===== src/pkg/pes_defs.vh =====
// Functional notes
// - Any enabled rising source (pin, comparators, phase match) fires a rising event.
// - Phase match source fires when time base counter equals phase count.
// - Any enabled falling source (pin, comparators, duty match) fires a falling event.
// - Any enabled period source fires a period event and clears the counter.
// - Each period enable bit gates its own source; cleared bits block it.
// - Shutdown status sets on shutdown, forces output levels; software may set it.
// - Shutdown event forces levels, sets flag; restart automatic or by software clear.
// - Override with shutdown enabled forces levels without the flag; otherwise ignored.
// - Each output A to F drives its level bit while shut down.
// - Second instance has level bits only for outputs A and B.
// - Pin or comparator with its enable bit set causes shutdown.
// - Time base low byte register reads and writes counter bits 7 to 0.
// - Duty match source fires falling event when counter equals duty count.
`ifndef PES_DEFS_VH
`define PES_DEFS_VH
`define PES_OFS_RISE_SEL   8'h00
`define PES_OFS_FALL_SEL   8'h04
`define PES_OFS_PER_SEL    8'h08
`define PES_OFS_SD_CTRL    8'h0c
`define PES_OFS_SD_LEVELS  8'h10
`define PES_OFS_SD_SRC     8'h14
`define PES_OFS_TB_LOW     8'h18
`define PES_OFS_IRQ_STAT   8'h1c
`define PES_OFS_IRQ_CLR    8'h20
`define PES_OFS_IRQ_EN     8'h24
`define PES_MASK_SEL       8'h8f
`define PES_MASK_SD_SRC    8'h8e
`define PES_MASK_SD_CTRL   8'he1
`define PES_MASK_LVL_FULL  8'h3f
`define PES_MASK_LVL_TWO   8'h03
`define PES_MASK_IRQ       8'h0f
`define PES_BIT_TB         0
`define PES_BIT_STATUS     7
`define PES_BIT_SD_EN      6
`define PES_BIT_RESTART    5
`define PES_BIT_OVERRIDE   0
`define PES_IRQ_RISE       0
`define PES_IRQ_FALL       1
`define PES_IRQ_PERIOD     2
`define PES_IRQ_SHUTDOWN   3
`define PES_RST_BYTE       8'h00
`define PES_RST_COUNT      16'h0000
`endif


===== src/pes_event_shutdown.v =====
`timescale 1ns/1ps
`include "pes_defs.vh"
module pes_event_shutdown #(
	parameter SECOND_INSTANCE = 0
) (
	input  wire        clk_sys,
	input  wire        rst,
	input  wire        ce,
	input  wire        psel,
	input  wire        penable,
	input  wire        pwrite,
	input  wire [7:0]  paddr,
	input  wire [31:0] pwdata,
	output reg  [31:0] prdata,
	output reg         pready,
	output reg         pslverr,
	input  wire        trip_pin,
	input  wire        cmp1_in,
	input  wire        cmp2_in,
	input  wire        cmp3_in,
	input  wire [15:0] phase_count,
	input  wire [15:0] duty_count,
	input  wire [15:0] period_count,
	output reg  [5:0]  pwm_out,
	output reg         rise_evt,
	output reg         fall_evt,
	output reg         period_evt,
	output reg         shutdown_active,
	output reg         irq
);

	// Any enabled source in the selection hits.
	function pes_hit;
		input [7:0] sel;
		input [7:0] src;
		begin
			pes_hit = |(sel & src);
		end
	endfunction

	localparam [7:0] LVL_MASK = (SECOND_INSTANCE != 0) ? `PES_MASK_LVL_TWO
		: `PES_MASK_LVL_FULL;

	reg  [3:0] sync1_ff;
	reg  [3:0] sync2_ff;
	reg  [3:0] src_q_ff;
	reg  [7:0] rise_sel_ff;
	reg  [7:0] fall_sel_ff;
	reg  [7:0] per_sel_ff;
	reg  [7:0] sd_ctrl_ff;
	reg  [7:0] sd_lvl_ff;
	reg  [7:0] sd_src_ff;
	reg  [15:0] tb_cnt_ff;
	reg  [3:0] irq_stat_ff;
	reg  [3:0] irq_en_ff;
	reg        trip_q_ff;
	reg        pwm_lvl_ff;

	reg  [7:0]  nxt_sd_ctrl;
	reg  [15:0] nxt_tb_cnt;
	reg  [3:0]  nxt_irq_stat;
	reg         nxt_pwm_lvl;
	reg  [31:0] nxt_prdata;
	reg         nxt_unmapped;

	wire       setup_ph = psel & ~penable;
	wire       wr_acc   = psel & penable & pready & pwrite;
	wire [7:0] wbyte    = pwdata[7:0];

	// Source vector in selection layout: pin at bit 7, comparators at 3..1.
	wire [3:0] src_edge = sync2_ff & ~src_q_ff;
	wire [7:0] edge_vec = {src_edge[0], 3'b000, src_edge[3:1], 1'b0};
	wire [7:0] lvl_vec  = {sync2_ff[0], 3'b000, sync2_ff[3:1], 1'b0};

	wire ph_match  = (tb_cnt_ff == phase_count);
	wire dc_match  = (tb_cnt_ff == duty_count);
	wire pr_match  = (tb_cnt_ff == period_count);

	wire rise_hit = pes_hit(rise_sel_ff, {edge_vec[7:1], ph_match});
	wire fall_hit = pes_hit(fall_sel_ff, {edge_vec[7:1], dc_match});
	wire per_hit  = pes_hit(per_sel_ff, {edge_vec[7:1], pr_match});

	wire trip_lvl  = pes_hit(sd_src_ff, lvl_vec);
	wire trip_rise = trip_lvl & ~trip_q_ff;
	wire sd_en     = sd_ctrl_ff[`PES_BIT_SD_EN];
	wire sd_evt    = sd_en & trip_rise;

	wire forced = sd_ctrl_ff[`PES_BIT_STATUS] |
		(sd_en & sd_ctrl_ff[`PES_BIT_OVERRIDE]);

	// Shutdown control register write decode and shutdown status.
	always @*
	begin
		nxt_sd_ctrl = sd_ctrl_ff;
		if (wr_acc && paddr == `PES_OFS_SD_CTRL)
		begin
			nxt_sd_ctrl = wbyte & `PES_MASK_SD_CTRL;
		end
		if (sd_ctrl_ff[`PES_BIT_STATUS] && sd_ctrl_ff[`PES_BIT_RESTART] &&
			!trip_lvl)
		begin
			nxt_sd_ctrl[`PES_BIT_STATUS] = 1'b0;
		end
		if (sd_evt)
		begin
			nxt_sd_ctrl[`PES_BIT_STATUS] = 1'b1;
		end
	end

	// Time base counter.
	always @*
	begin
		nxt_tb_cnt = tb_cnt_ff + 16'h0001;
		if (per_hit)
		begin
			nxt_tb_cnt = `PES_RST_COUNT;
		end
		if (wr_acc && paddr == `PES_OFS_TB_LOW)
		begin
			nxt_tb_cnt = {tb_cnt_ff[15:8], wbyte};
		end
	end

	// Sticky event bits; a new event beats a simultaneous clear.
	always @*
	begin
		nxt_irq_stat = irq_stat_ff;
		if (wr_acc && paddr == `PES_OFS_IRQ_CLR)
		begin
			nxt_irq_stat = irq_stat_ff & ~wbyte[3:0];
		end
		if (rise_hit)
		begin
			nxt_irq_stat[`PES_IRQ_RISE] = 1'b1;
		end
		if (fall_hit)
		begin
			nxt_irq_stat[`PES_IRQ_FALL] = 1'b1;
		end
		if (per_hit)
		begin
			nxt_irq_stat[`PES_IRQ_PERIOD] = 1'b1;
		end
		// flag only from a real trip, never from override
		if (sd_evt)
		begin
			nxt_irq_stat[`PES_IRQ_SHUTDOWN] = 1'b1;
		end
	end

	// Simple waveform: high from rising to falling event.
	always @*
	begin
		nxt_pwm_lvl = pwm_lvl_ff;
		if (rise_hit)
		begin
			nxt_pwm_lvl = 1'b1;
		end
		if (fall_hit)
		begin
			nxt_pwm_lvl = 1'b0;
		end
	end

	// Read mux, registered at setup so prdata comes from a flop.
	always @*
	begin
		nxt_prdata   = 32'h0000_0000;
		nxt_unmapped = 1'b0;
		case (paddr)
			`PES_OFS_RISE_SEL:  nxt_prdata[7:0] = rise_sel_ff;
			`PES_OFS_FALL_SEL:  nxt_prdata[7:0] = fall_sel_ff;
			`PES_OFS_PER_SEL:   nxt_prdata[7:0] = per_sel_ff;
			`PES_OFS_SD_CTRL:   nxt_prdata[7:0] = sd_ctrl_ff;
			`PES_OFS_SD_LEVELS: nxt_prdata[7:0] = sd_lvl_ff;
			`PES_OFS_SD_SRC:    nxt_prdata[7:0] = sd_src_ff;
			`PES_OFS_TB_LOW:    nxt_prdata[7:0] = tb_cnt_ff[7:0];
			`PES_OFS_IRQ_STAT:  nxt_prdata[3:0] = irq_stat_ff;
			`PES_OFS_IRQ_CLR:   nxt_prdata[3:0] = 4'h0;
			`PES_OFS_IRQ_EN:    nxt_prdata[3:0] = irq_en_ff;
			default:            nxt_unmapped    = 1'b1;
		endcase
	end

	always @(posedge clk_sys)
	begin
		if (rst)
		begin
			sync1_ff    <= 4'h0;
			sync2_ff    <= 4'h0;
			src_q_ff    <= 4'h0;
			trip_q_ff   <= 1'b0;
			rise_sel_ff <= `PES_RST_BYTE;
			fall_sel_ff <= `PES_RST_BYTE;
			per_sel_ff  <= `PES_RST_BYTE;
			sd_ctrl_ff  <= `PES_RST_BYTE;
			sd_lvl_ff   <= `PES_RST_BYTE;
			sd_src_ff   <= `PES_RST_BYTE;
			tb_cnt_ff   <= `PES_RST_COUNT;
			irq_stat_ff <= 4'h0;
			irq_en_ff   <= 4'h0;
			pwm_lvl_ff  <= 1'b0;
			prdata      <= 32'h0000_0000;
			pready      <= 1'b0;
			pslverr     <= 1'b0;
			pwm_out     <= 6'h00;
			rise_evt    <= 1'b0;
			fall_evt    <= 1'b0;
			period_evt  <= 1'b0;
			shutdown_active <= 1'b0;
			irq         <= 1'b0;
		end
		else if (ce)
		begin
			// Pins and comparators are asynchronous to this clock.
			sync1_ff  <= {cmp3_in, cmp2_in, cmp1_in, trip_pin};
			sync2_ff  <= sync1_ff;
			src_q_ff  <= sync2_ff;
			trip_q_ff <= trip_lvl;
			if (wr_acc)
			begin
				// writes to unimplemented bits are dropped
				case (paddr)
					`PES_OFS_RISE_SEL:  rise_sel_ff <= wbyte & `PES_MASK_SEL;
					`PES_OFS_FALL_SEL:  fall_sel_ff <= wbyte & `PES_MASK_SEL;
					`PES_OFS_PER_SEL:   per_sel_ff  <= wbyte & `PES_MASK_SEL;
					// levels C to F absent on second instance
					`PES_OFS_SD_LEVELS: sd_lvl_ff   <= wbyte & LVL_MASK;
					`PES_OFS_SD_SRC:    sd_src_ff   <= wbyte & `PES_MASK_SD_SRC;
					`PES_OFS_IRQ_EN:    irq_en_ff   <= wbyte[3:0];
					default:            irq_en_ff   <= irq_en_ff;
				endcase
			end
			sd_ctrl_ff  <= nxt_sd_ctrl;
			tb_cnt_ff   <= nxt_tb_cnt;
			irq_stat_ff <= nxt_irq_stat;
			pwm_lvl_ff  <= nxt_pwm_lvl;
			// One wait-free access phase: pready is high in every access cycle.
			pready  <= setup_ph;
			pslverr <= setup_ph & nxt_unmapped;
			if (setup_ph)
			begin
				prdata <= nxt_prdata;
			end
			// forced outputs take their level bits
			if (forced)
			begin
				pwm_out <= sd_lvl_ff[5:0];
			end
			else
			begin
				pwm_out <= {6{pwm_lvl_ff}};
			end
			rise_evt   <= rise_hit;
			fall_evt   <= fall_hit;
			period_evt <= per_hit;
			// status visible while outputs are held
			shutdown_active <= forced;
			irq <= |(nxt_irq_stat & irq_en_ff);
		end
	end

endmodule // pes_event_shutdown


===== config.mk =====
export PLATFORM = sky130hd
export DESIGN_NAME = pes_event_shutdown
export DESIGN_NICKNAME = d
export VERILOG_FILES = /design/src/pes_event_shutdown.v
export VERILOG_INCLUDE_DIRS = /design/src /design/src/pkg
export SDC_FILE = /design/constraint.sdc
export NUM_CORES = 1
export LEC_CHECK = 0
export BUFFER_PORTS_ARGS = -buffer_cell sky130_fd_sc_hd__buf_2
export CORE_MARGIN = 2
export CORE_UTILIZATION = 53
export CTS_CLUSTER_SIZE = 25
export DETAILED_ROUTE_END_ITERATION = 10
export PLACE_DENSITY = 0.81
export SYNTH_ARGS = -nofsm -noshare
export SYNTH_HDL_FRONTEND = slang
export SYNTH_SLANG_ARGS = --single-unit

===== constraint.sdc =====
create_clock -name clk_sys -period 2.9 [get_ports clk_sys]
set_clock_uncertainty 0.15 [all_clocks]
set_input_delay 0.435 -clock clk_sys [delete_from_list [all_inputs] [get_ports clk_sys]]
set_output_delay 0.435 -clock clk_sys [all_outputs]
set_load 0.005 [all_outputs]

**Yosys cells after proc, flatten, opt, wreduce, memory -nomap -nowiden**

Cells that the tools add are included.

- $add $sub $neg: 1
- Equality and inequality tests: 12
- Multiplexer cells: 16
- Bitwise logic cells: 21
- Reduce and logical (&&, ||, !) cells: 26

Operators by type and width:

| operator | number |
|---|---|
| equality test 16 bit | 3 |
| case mux 4 bit (9 select lines) | 1 |
| bitwise AND 8 bit | 4 |
| equality test 8 x 5 -> 1 bit (second input constant) | 4 |
| OR reduction 8 bit | 4 |
| case mux 4 bit (7 select lines) | 1 |
| AND reduction 3 bit | 6 |
| adder 16 x 1 -> 16 bit (second input constant) | 1 |
| equality test 8 x 4 -> 1 bit (second input constant) | 2 |
| equality test 8 x 6 -> 1 bit (second input constant) | 2 |
| two-way mux 16 bit | 1 |
| two-way mux 8 bit | 2 |
| bitwise AND 4 bit | 3 |
| AND reduction 2 bit | 5 |
| OR reduction 10 bit | 1 |
| two-way mux 1 bit | 9 |
| bitwise AND 1 bit | 8 |
| equality test 8 x 3 -> 1 bit (second input constant) | 1 |
| logical NOT 8 bit | 1 |
| inverter 4 bit | 2 |
| two-way mux 6 bit | 1 |
| logical AND 1 bit | 5 |
| two-way mux 4 bit | 1 |
| OR reduction 4 bit | 1 |
| other kinds (5) | 7 |

- Register bits: 88
- Bits of input ports: 98
- Output and inout bits: 45
- Word-level logic and storage cells: 101

**Logic depth before layout (Yosys ltp)**

Gate-level depths: netlist of the first run.

- Depth after elaboration: 8
- Gate-level depth with buffers: 8
- Mapped depth without buffers: 7

**Least setup slack after synthesis of the first run**

No wires, ideal clock.

- Path type: input port to flip-flop
- Start point: input port paddr[1]
- End point: register irq
- Setup time: 0.133 ns
- Arrival time: 2.018 ns
- Path slack: 0.599 ns
- Cell stages on the path: 7
- Path buffers: 1
- Cells stage by stage: or4_4 -> buf_6 -> nor3_4 -> nand2_1 -> a311o_1 -> a221oi_2 -> a311oi_1

- Cells in the longest elaborated chain, start to end: 6
- Elaborated cells between the ends (all ways): 9
- Classes of those cells: 1 x eq/ne; 5 x mux; 1 x bitwise; 2 x reduce/logical

RTL lines:

| what | line | source |
|---|---|---|
| start: declaration | pes_event_shutdown.v:12 | `input wire [7:0] paddr,` |
| equality test 8 x 6 -> 1 bit (*) | -- |  |
| logical AND 1 bit (no line) (*) | -- |  |
| two-way mux 4 bit (*) | pes_event_shutdown.v:128 | `` if (wr_acc && paddr == `PES_OFS_IRQ_CLR) `` |
| two-way mux 1 bit (on tied branches) | -- |  |
| bitwise AND 4 bit (*) | pes_event_shutdown.v:259 | `irq <= \|(nxt_irq_stat & irq_en_ff);` |
| OR reduction 4 bit (*) | pes_event_shutdown.v:259 |  |
| end signal: assignment | pes_event_shutdown.v:259 |  |
| end: declaration | pes_event_shutdown.v:29 | `output reg irq` |

Every way passes the cells marked *; elsewhere a longest branch is shown, timed or not.
A chain may end at the register's enable or synchronous reset.

**Worst setup path in the final report of the first run**

- Start point: register tb_cnt_ff[5]
- End point: register pwm_lvl_ff

- Cells in the longest elaborated chain, start to end: 5
- Elaborated cells between the ends (all ways): 9
- Classes of those cells: 2 x eq/ne; 1 x mux; 2 x bitwise; 4 x reduce/logical

RTL lines:

| what | line | source |
|---|---|---|
| start: declaration | pes_event_shutdown.v:53 | `reg [15:0] tb_cnt_ff;` |
| start signal: assignment | pes_event_shutdown.v:199 | `` tb_cnt_ff <= `PES_RST_COUNT; `` |
| start signal: assignment | pes_event_shutdown.v:235 | `tb_cnt_ff <= nxt_tb_cnt;` |
| equality test 16 bit (on tied branches) | pes_event_shutdown.v:75, pes_event_shutdown.v:76 |  |
| bitwise AND 8 bit | pes_event_shutdown.v:37 | `pes_hit = \|(sel & src);` |
| OR reduction 8 bit | pes_event_shutdown.v:37 |  |
| nonzero test 2 bit (no line) | -- |  |
| AND reduction 2 bit (no line) | -- |  |
| end signal: assignment | pes_event_shutdown.v:237 | `pwm_lvl_ff <= nxt_pwm_lvl;` |
| end: declaration | pes_event_shutdown.v:57 | `reg pwm_lvl_ff;` |

Several ways; a longest one is shown, not always the timed one.

==> impl_results.md, run 1 <==
- Drt wl/cell: 17.8 um
- Reg2Reg Setup Slack: 370 ps
- CTS clk-pin slew, worst paths: 90 ps
- Status: completed
- CP Capture Type: flop
- Synthesis-to-layout area growth: 13.0%
- Startpoint types: flop
- # diodes: 0
- Commonest cells post-synth: dfxtp_1 (88), nor2_1 (86), mux2i_1 (49)
- Drt pass-1 iters: 9
- CTS tree: built
- Combinational share of power: 0.109
- DRT iter0 DRCs: 348
- Initial antenna violation count: 0
- Synth Warn #: 0
- Ratio of cells with drive above 1 in the final layout: 0.211
- Final nets: 777
- Via count: 4739
- Total gr overflow: 0
- Seq pwr share: 0.539
- Max VDD drop: 0.254 mV
- Total negative slack: 0 ps
- Slew Viols, Final: 0
- Final Hold Fails: 0
- Prevailing post-synth register cell: dfxtp_1
- Crit path max fanout: 4
- GPL Wtd Cong: 0.983
- Die X: 101 um
- CTS buffer count: 9
- Die Span Y: 101 um
- Largest net degree at the start of global routing: 44
- Remaining antenna violation count after routing: 0
- Ys async rst share: 0
- Mapped Cells: 601
- Fin crit share: 0.873
- MaxCap Viol Count: 0
- Power Dens Cells: 405 nW/um^2
- Total Wirelength: 14100 um
- I/O pin count: 143
- Synth top area share: 0.351
- RSZ-0062 raised after global routing: false
- Netlist cell types: 60
- Placed insts: 778
- Tot GR Track Use: 0.281
- Post-synth EDFFs: 0
- Core Box Area: 9200 sq um
- Part of the Yosys area used for sequential elements: 0.351
- Setup Buffers After CTS: 0
- Vias in the first global route: 4508
- Slew Limit Headroom: 0.493
- Buffers on Ports: 94
- Final setup violation count: 0
- Most instantiated library cell after synthesis: dfxtp_1
- Post-Syn Area: 5020 sq um
- CTS sink cnt: 88
- Die area: 10300 sq um
- DRC violations left: 0
- Worst slack, placed: 350 ps
- Synthesis-stage register bit count: 88
- Sw Ratio: 0.282
- Final non-filler cell total: 794
- Htree depth: 3
- Clock share of power: 0.353
- Final setup margin: 368 ps
- FF-to-FF path depth: 6
- Cts hold-fix bufs: 0
- Critical path type: flop to flop
- Switching power: 0.000648 W
- Tmin final: 2530 ps
- Required time worst endpoint: 3030 ps
- Worst Hold Class: input port to flop
- Initial Utilization: 0.546
- First-pass GRT wire length: 22400 um
- Post-cts gate resize count: 0
- DP HPWL: 10500 um
- Std cell rows: 35
- Top cells by area, synth: dfxtp_1 (35%), mux2i_1 (9.8%), xnor2_1 (8.0%)
- Hold_sp: cmp1_in
- Clk buf depth: 2
- Worst R2R Start: tb_cnt_ff[5]$_SDFFE_PP0P_
- Clock Tree Root: clkbuf_8
- Hold worst-path end: sync1_ff[1]$_SDFFE_PP0P_
- Cell Int Power: 0.00165 W
- Vias per cell: 5.97
- CP startpoint: tb_cnt_ff[5]$_SDFFE_PP0P_
- P_leak: 2.16 nW
- FMAX: 395 MHz
- Post-synth top area cell: dfxtp_1
- Cells on Worst Hold Path: 3
- R2R Path End: pwm_lvl_ff$_SDFFE_PP0P_
- Critical Path AT: 2660 ps
- Syn Area/Cell: 8.36 sq um
- Clk Latency, worst-skew pair: 380 ps
- Worst-Margin Slew: 760 ps
layout by cell type (no fill, tap or decap), types with 16 or more instances in the layout:
| master | count |
|---|---|
| buf_2 | 94 |
| nand2_1 | 46 |
| conb_1 | 24 |
| nand3b_1 | 17 |
| xnor2_1 | 46 |
| mux2i_1 | 49 |
| nand4_1 | 16 |
| a21oi_1 | 24 |
| buf_4 | 20 |
| nor2_1 | 86 |
| dfxtp_1 | 88 |
| nand3_1 | 21 |
area by class of cell:
| type | count | area, sq um |
|---|---|---|
| Inverter | 6 | 22.5 |
| Clock inverter | 6 | 52.6 |
| Sequential cell | 88 | 1760 |
| Multi-Input combinational cell | 459 | 2950 |
| Clock buffer | 10 | 128 |
| Fill cell | 824 | 3520 |
| Tap cell | 111 | 139 |
| Timing Repair Buffer | 114 | 621 |
critical path, stage by stage, from the launching register on:
cell and delay (ps):
dfxtp_1 470, xor2_1 110, nor4_1 460, nand3_1 130, nor4_1 560, o21ai_0 340
o211a_1 210
sequential cells by signal (all words and copies together), names as in the netlist, 4 cells and up:
signal and cells:
tb_cnt_ff 16, sd_ctrl_ff 4, prdata 8, rise_sel_ff 5, sync1_ff 4, irq_stat_ff 4, per_sel_ff 5, sync2_ff 4
src_q_ff 4, irq_en_ff 4, sd_lvl_ff 6, pwm_out 6, fall_sel_ff 5, sd_src_ff 4
stage by stage:
stage | hold WS (ps) | util | power, W | instance area [sq um]
global placement | 291 | 0.598 | 0.00150 | 5500
detailed placement | 298 | 0.598 | 0.00151 | 5500
CTS | 139 | 0.617 | 0.00230 | 5680
global route | 142 | 0.617 | 0.00238 | 5680
finish | 147 | 0.617 | 0.00230 | 5680
floorplan | 296 | - | 0.00143 | 5110
power groups by stage:
stage               clock, W  sequential, W  combinational [W]
floorplan                  0        0.00126           0.000173
global placement           0        0.00126           0.000239
detailed placement         0        0.00126           0.000245
CTS                 0.000820        0.00124           0.000246
global route        0.000868        0.00124           0.000271
finish              0.000810        0.00124           0.000250
logic make-up after synthesis:
family | synth area share
AND/OR/NAND/NOR | 0.236
AO/OA/AOI/OAI | 0.123
flip-flops | 0.351
buffers and inverters | 0.0785
XOR/XNOR | 0.0994
multiplexers | 0.109
adder cells (fa/ha/maj) | 0.00249
other | 0.000747
layer usage:
| metal | vias up | track usage | routed length, um |
|---|---|---|---|
| li1 | 2215 | - | - |
| met1 | 2271 | 0.358 | 5880 |
| met2 | 221 | 0.464 | 6800 |
| met3 | 32 | 0.0683 | 1120 |
| met4 | 0 | 0.106 | 344 |
| met5 | - | 0 | 0 |
worst max path at each step:
stage,cells past startpoint,slack [ps],to
finish,6,370,pwm_lvl_ff$_SDFFE_PP0P_
global route,7,230,irq_stat_ff[0]$_SDFFE_PP0P_
CTS,6,470,pwm_lvl_ff$_SDFFE_PP0P_
detailed placement,7,350,prdata[0]$_SDFFE_PP0P_
global placement,7,370,prdata[0]$_SDFFE_PP0P_
floorplan,7,600,irq$_SDFFE_PP0P_
(Power assumes the default switching activity.)
==> run 2: changes to the inputs <==
==> constraint.sdc (replaced) <==
create_clock -name clk_sys -period 2.5 [get_ports clk_sys]
set_clock_uncertainty 0.15 [all_clocks]
set_input_delay 0.375 -clock clk_sys [delete_from_list [all_inputs] [get_ports clk_sys]]
set_output_delay 0.375 -clock clk_sys [all_outputs]
set_load 0.005 [all_outputs]
==> run 2 against run 1 <==
Effect of this change:
- sequential share of layout area fell by 0.82 points
- power up 19%
- count of clock-buffer cells in the layout unchanged
- critical path depth is 2 higher
- sequential cell count did not move
- first-iteration DRC count grew 13%
- combinational power grew 22%
- sequential power increased by 15%
- utilization up 1.7 points
- routed wire length increased by 1.9%
- design area increased by 2.7%
- global-route usage rose by 0.42 points
==> impl_results.md, run 2 (synthesized netlist as in run 1, its figures left out) <==
- Commonest non-fill, non-tap cell in the layout: buf_2
- Die Span Y: 101 um (unchanged)
- Initial Utilization: 0.546 (unchanged)
- Die area: 10300 sq um (unchanged)
- Switching power: 0.000727 W (+12%)
- DRC violations left: 0 (unchanged)
- Worst Hold Class: input port to flop
- GPL Wtd Cong: 0.916 (-6.8%)
- MaxCap Viol Count: 0 (unchanged)
- Clock Tree Root: clkbuf_8
- Critical path type: flop to flop
- Via count: 4828 (+1.9%)
- Largest net degree at the start of global routing: 49 (+11%)
- Clk Latency, worst-skew pair: 370 ps (about the same)
- Sw Ratio: 0.266 (-0.0161)
- CTS tree: built
- Tmin final: 2390 ps (-147 ps)
- Clk buf depth: 2 (unchanged)
- Worst-Margin Slew: 730 ps (-29.7 ps)
- Slew Limit Headroom: 0.513 (+0.0193)
- Fin crit share: 0.954 (+0.0810)
- Largest Register: tb_cnt_ff
- PnR Total Power: 0.00274 W (+19%)
- Max reg flops: 16 (unchanged)
- Fillers: 816 (-0.97%)
- Std cell rows: 35 (unchanged)
- First-pass GRT wire length: 22700 um (+1.7%)
- FF-to-FF path depth: 8 (+2)
- Cells on Worst Hold Path: 3 (unchanged)
- Core Box Area: 9200 sq um (unchanged)
- Biggest regs: tb_cnt_ff: 16 flops, prdata: 8 flops
- DRT iter0 DRCs: 393 (+13%)
- R2R Path End: irq_stat_ff[0]$_SDFFE_PP0P_
- Tot GR Track Use: 0.286 (+0.00418)
- Drt pass-1 iters: 5 (-4)
- Die X: 101 um (unchanged)
- Commonest non-fill, non-tap cells in the layout: buf_2 (94), dfxtp_1 (88), nor2_1 (86)
- Initial antenna violation count: 0 (unchanged)
- Total negative slack: 0 ps (unchanged)
- Buffers on Ports: 94 (unchanged)
- CP max-delay cell: nor4_1
- CP Capture Type: flop
- CTS buffer count: 9 (unchanged)
- FMAX: 419 MHz (+6.1%)
- Vias in the first global route: 4572 (+1.4%)
- Hold worst-path end: sync1_ff[2]$_SDFFE_PP0P_
- Cts hold-fix bufs: 0 (unchanged)
- CP peak stage delay: 460 ps (-100 ps)
- Final nets: 791 (+1.8%)
- # diodes: 0 (unchanged)
- Drt wl/cell: 17.8 um (+0.14%)
- Combinational share of power: 0.112 (+0.003)
- Final setup violation count: 0 (unchanged)
- Seq pwr share: 0.522 (-0.017)
- Reg2Reg Setup Slack: 110 ps (-250 ps)
- Register area: 1760 sq um (unchanged)
- Setup Buffers After CTS: 0 (unchanged)
- Power Dens Cells: 470 nW/um^2 (+16%)
- CTS sink cnt: 88 (unchanged)
- Clock share of power: 0.366 (+0.013)
- Htree depth: 3 (unchanged)
- Required time worst endpoint: 2650 ps (-380 ps)
- Startpoint types: flop
- Ratio of cells with drive above 1 in the final layout: 0.230 (+0.0187)
- Multi-input gate area: 2970 sq um (+0.72%)
- Total gr overflow: 0 (unchanged)
- RSZ-0062 raised after global routing: false
- CTS clk-pin slew, worst paths: 90 ps (about the same)
- Worst path cell trace: buf_4, xor2_1, nor4_1, nand3_1, nor4_1, buf_4, o21ai_0, a21oi_1
- Max VDD drop: 0.338 mV (+33%)
- Crit path max fanout: 7 (+3)
- Hold_sp: cmp2_in
- P_leak: 2.25 nW (+3.9%)
- Critical Path AT: 2540 ps (-120 ps)
- Status: completed
- DP HPWL: 10700 um (+2.1%)
- Cell Int Power: 0.00201 W (+22%)
- Slew Viols, Final: 0 (unchanged)
- Worst R2R Start: tb_cnt_ff[1]$_SDFFE_PP0P_
- Final Hold Fails: 0 (unchanged)
- Remaining antenna violation count after routing: 0 (unchanged)
- I/O pin count: 143 (unchanged)
- Vias per cell: 5.98 (+0.11%)
- Synthesis-to-layout area growth: 16.1%
- Total Wirelength: 14400 um (+1.9%)
[run 2: how the worst max path moves through the flow]
stage	start	end	slack, ps	cells after the start
5_1_grt	tb_cnt_ff[6]$_SDFFE_PP0P_	irq$_SDFFE_PP0P_	60	7
2_1_floorplan	paddr[1]	irq$_SDFFE_PP0P_	260	7
4_1_cts	tb_cnt_ff[6]$_SDFFE_PP0P_	tb_cnt_ff[9]$_SDFFE_PP0P_	90	6
6_report	tb_cnt_ff[1]$_SDFFE_PP0P_	irq_stat_ff[0]$_SDFFE_PP0P_	110	8
3_3_place_gp	paddr[4]	irq$_SDFFE_PP0P_	130	7
3_5_place_dp	period_count[6]	tb_cnt_ff[9]$_SDFFE_PP0P_	80	7
[run 2: repair_timing]
action,in CTS,in global routing
hold endpoints to repair,0,0
endpoints found under the setup margin,0,11
resized for setup,0,3
[run 2: worst max-delay path: cells and delay by family, from the launching register on]
kind | cells | cell delay (ps)
flip-flops | 1 | 350
AND/OR/NAND/NOR | 3 | 910
AO/OA/AOI/OAI | 2 | 360
buffers and inverters | 2 | 380
XOR/XNOR | 1 | 170
[run 2: layout make-up]
cell class / instances / share of cell area
clock inverters: 6 / 0.0116
multi-input cells: 459 / 0.510
clock buffers: 10 / 0.0219
inverters: 6 / 0.00386
repair buffers: 128 / 0.127
flip-flops and latches: 88 / 0.302
well taps: 111 / 0.0238
[run 2: through the flow]
stage,cells,worst slack (ps),hold slack (ps),util,instance area (sq um)
final,808,114,90.9,0.634,5830
after floorplan,624,259,296,-,5110
after global placement,792,126,292,0.610,5610
after CTS,808,89.0,90.4,0.632,5810
after detailed placement,792,78.1,295,0.610,5610
after global routing,808,61.1,103,0.634,5830
[run 2: power groups by stage]
stage / clock (W) / combinational (W) / sequential (W)
final: 0.00100 / 0.000306 / 0.00143
after CTS: 0.00101 / 0.000300 / 0.00143
after floorplan: 0 / 0.000201 / 0.00146
after detailed placement: 0 / 0.000298 / 0.00146
after global placement: 0 / 0.000290 / 0.00146
after global routing: 0.00105 / 0.000333 / 0.00143
[run 2: metal layers]
metal,global-route usage,share of wire,up-vias
met3,0.0600,0.072,31
met2,0.494,0.50,217
met5,0,0,-
li1,-,-,2249
met1,0.351,0.41,2331
met4,0.105,0.023,0
==> run 3: changes to the inputs <==
--- a/config.mk
+++ b/config.mk
@@ -8,10 +8,10 @@
 export LEC_CHECK = 0
 export BUFFER_PORTS_ARGS = -buffer_cell sky130_fd_sc_hd__buf_2
 export CORE_MARGIN = 2
-export CORE_UTILIZATION = 53
+export CORE_UTILIZATION = 48
 export CTS_CLUSTER_SIZE = 25
 export DETAILED_ROUTE_END_ITERATION = 10
-export PLACE_DENSITY = 0.81
+export PLACE_DENSITY = 0.78
 export SYNTH_ARGS = -nofsm -noshare
 export SYNTH_HDL_FRONTEND = slang
 export SYNTH_SLANG_ARGS = --single-unit
==> constraint.sdc (replaced) <==
create_clock -name clk_sys -period 2 [get_ports clk_sys]
set_clock_uncertainty 0.15 [all_clocks]
set_input_delay 0.3 -clock clk_sys [delete_from_list [all_inputs] [get_ports clk_sys]]
set_output_delay 0.3 -clock clk_sys [all_outputs]
set_load 0.005 [all_outputs]
==> run 3 against run 2 <==
Effect of this change:
- register-to-register slack lost 110 ps
- global-route usage shrank 0.91 points
- die area grew 10%
- routed wire length grew 6.8%
- largest cell class unchanged
- critical path depth is the same
- design area grew 7.7%
- sequential power grew 25%
- final cell count grew 8.0%
- worst hold slack lost 76 ps
==> impl_results.md, run 3 (synthesized netlist as in run 1, its figures left out) <==
- Final Hold Fails: 0 (unchanged)
- Fillers: 892 (+9.3%)
- Std cell rows: 37 (+5.7%)
- CTS clk-pin slew, worst paths: 90 ps (about the same)
- Fin crit share: 0.997 (+0.0430)
- MaxCap Viol Count: 0 (unchanged)
- Setup Buffers After CTS: 0 (unchanged)
- Drt pass-1 iters: 5 (unchanged)
- Final setup violation count: 0 (unchanged)
- Placed insts: 858 (+8.3%)
- # diodes: 0 (unchanged)
- GPL Wtd Cong: 0.959 (+4.7%)
- Tmin final: 1990 ps (-391 ps)
- Largest net degree at the start of global routing: 43 (-12%)
- DR WL met2: 7580 um (+5.9%)
- Post-DP Area: 5970 sq um (+6.3%)
- Critical Path AT: 2120 ps (-420 ps)
- Via count: 5020 (+4.0%)
- Remaining antenna violation count after routing: 0 (unchanged)
- Commonest non-fill, non-tap cell in the layout: buf_2
- CP max-delay cell: dfxtp_4
- Buffers on Ports: 94 (unchanged)
- Initial antenna violation count: 0 (unchanged)
- Status: completed
- Final non-filler cell total: 873 (+8.0%)
- Worst path cell trace: buf_6, xor2_2, nor4_2, nand3_1, nor4_2, buf_4, a221oi_2, a311oi_1
- Required time worst endpoint: 2130 ps (-520 ps)
- FMAX: 501 MHz (+20%)
- Clock Tree Root: clkbuf_8
- Biggest regs: tb_cnt_ff: 16 flops, prdata: 8 flops
- Worst path bufs/invs: 2 (unchanged)
- Total negative slack: 0 ps (unchanged)
- I/O pin count: 143 (unchanged)
- Drt wl/cell: 17.6 um (-1.1%)
- Htree depth: 3 (unchanged)
- Worst-Margin Slew: 582 ps (-148 ps)
- Vias per cell: 5.75 (-3.8%)
- Final setup margin: 5.66 ps (-109 ps)
- Clk Latency, worst-skew pair: 370 ps (about the same)
- Max reg flops: 16 (unchanged)
- Crit path max fanout: 4 (-3)
- RSZ-0062 raised after global routing: true
- Power Dens Cells: 552 nW/um^2 (+18%)
- Initial Utilization: 0.491 (-0.0552)
- Final nets: 832 (+5.2%)
- Largest Register: tb_cnt_ff
- Slew Viols, Final: 0 (unchanged)
- Critical path's most frequent cell: nor4_2
- Hold slack: 15.3 ps (-75.6 ps)
- Critical path type: flop to flop
- Max VDD drop: 0.452 mV (+34%)
- Worst slack, placed: -275 ps (-353 ps)
- Synthesis-to-layout area growth: 25.0%
- Total Wirelength: 15400 um (+6.8%)
- CTS sink cnt: 88 (unchanged)
- Startpoint types: flop
- Core Box Area: 10200 sq um (+11%)
- Worst Hold Class: input port to flop
- CTS tree: built
- Clk buf depth: 2 (unchanged)
- Ratio of cells with drive above 1 in the final layout: 0.307 (+0.0771)
- Die X: 106 um (+4.9%)
- Largest delay share family, worst path: simple AND/OR/NAND/NOR gates
- First-pass GRT wire length: 24700 um (+8.4%)
- Met1 wire length: 6220 um (+5.9%)
- Slew Limit Headroom: 0.612 (+0.0988)
- Highest Signal Layer: met4
- CP Capture Type: flop
- CTS buffer count: 9 (unchanged)
- Tot GR Track Use: 0.276 (-0.00912)
- Vias in the first global route: 4905 (+7.3%)
- Die area: 11300 sq um (+10%)
- Total gr overflow: 0 (unchanged)
- DRC violations left: 0 (unchanged)
- Final instance area: 6280 sq um (+7.7%)
- Commonest non-fill, non-tap cells in the layout: buf_2 (94), nor2_1 (86), dfxtp_1 (77)
- DRT iter0 DRCs: 474 (+21%)
- Cts hold-fix bufs: 0 (unchanged)
- Die Span Y: 106 um (+4.9%)
- DP HPWL: 11500 um (+7.1%)
- Routed wl met3: 1150 um (+11%)
- P_leak: 2.48 nW (+10%)
- CP peak stage delay: 380 ps (-80 ps)
run 3: changes by cell type in the layout (fill, tap and decap cells not counted), moves of 3 or more:
cell and change:
buf_4 +37, dfxtp_1 -11, dfxtp_2 +9, buf_6 +4
nor4_1 -3, nor4_2 +3
run 3: through the flow:
| step | power, W | utilization |
|---|---|---|
| 3_3_place_gp | 0.00222 | 0.583 |
| 4_1_cts | 0.00346 | 0.606 |
| 6_report | 0.00346 | 0.614 |
| 3_5_place_dp | 0.00224 | 0.583 |
| 5_1_grt | 0.00359 | 0.614 |
| 2_1_floorplan | 0.00208 | - |
run 3: final cells by class:
| type | instances | area, sq um | area share |
|---|---|---|---|
| Inverter | 6 | 22.5 | 0.00359 |
| Clock inverter | 6 | 68.8 | 0.0110 |
| Tap cell | 136 | 170 | 0.0271 |
| Timing Repair Buffer | 169 | 1060 | 0.169 |
| Sequential cell | 88 | 1780 | 0.284 |
| Multi-Input combinational cell | 459 | 3050 | 0.486 |
| Clock buffer | 9 | 124 | 0.0197 |
run 3: path summary, 6_finish.rpt:
| path | start | end | slack, ps | depth (start not counted) |
|---|---|---|---|---|
| hold reg to reg | prdata[2]$_SDFFE_PP0P_ | prdata[2]$_SDFFE_PP0P_ | 310 | 2 |
| setup / recovery | tb_cnt_ff[8]$_SDFFE_PP0P_ | irq$_SDFFE_PP0P_ | 6 | 8 |
| setup reg to reg | tb_cnt_ff[8]$_SDFFE_PP0P_ | irq$_SDFFE_PP0P_ | 6 | 8 |
| hold / removal | cmp3_in | sync1_ff[3]$_SDFFE_PP0P_ | 20 | 3 |
run 3: routing by layer:
metal	vias up	track usage
met5	-	0
met4	0	0.0846
met3	51	0.0533
met2	242	0.472
met1	2393	0.353
li1	2334	-
run 3: where the power goes:
part           total, W  switching, W  internal, W
logic          0.000428      0.000239     0.000189
registers       0.00179     0.0000179      0.00177
clock network   0.00125      0.000670     0.000579
total           0.00346      0.000927      0.00254
run 3: repair_timing:
action                     in CTS  in global routing
gates resized for setup        11                 23
setup endpoints to repair      23                 23
pin swaps                       5                 17
hold endpoints to repair        0                  0
run 3: worst register-to-register path: cells and delay by family (launching register included):
kind / cells / cell delay (ps)
xor+xnor: 1 / 130
flops: 1 / 380
buf+inv: 2 / 300
compound gates: 2 / 270
simple gates: 3 / 660
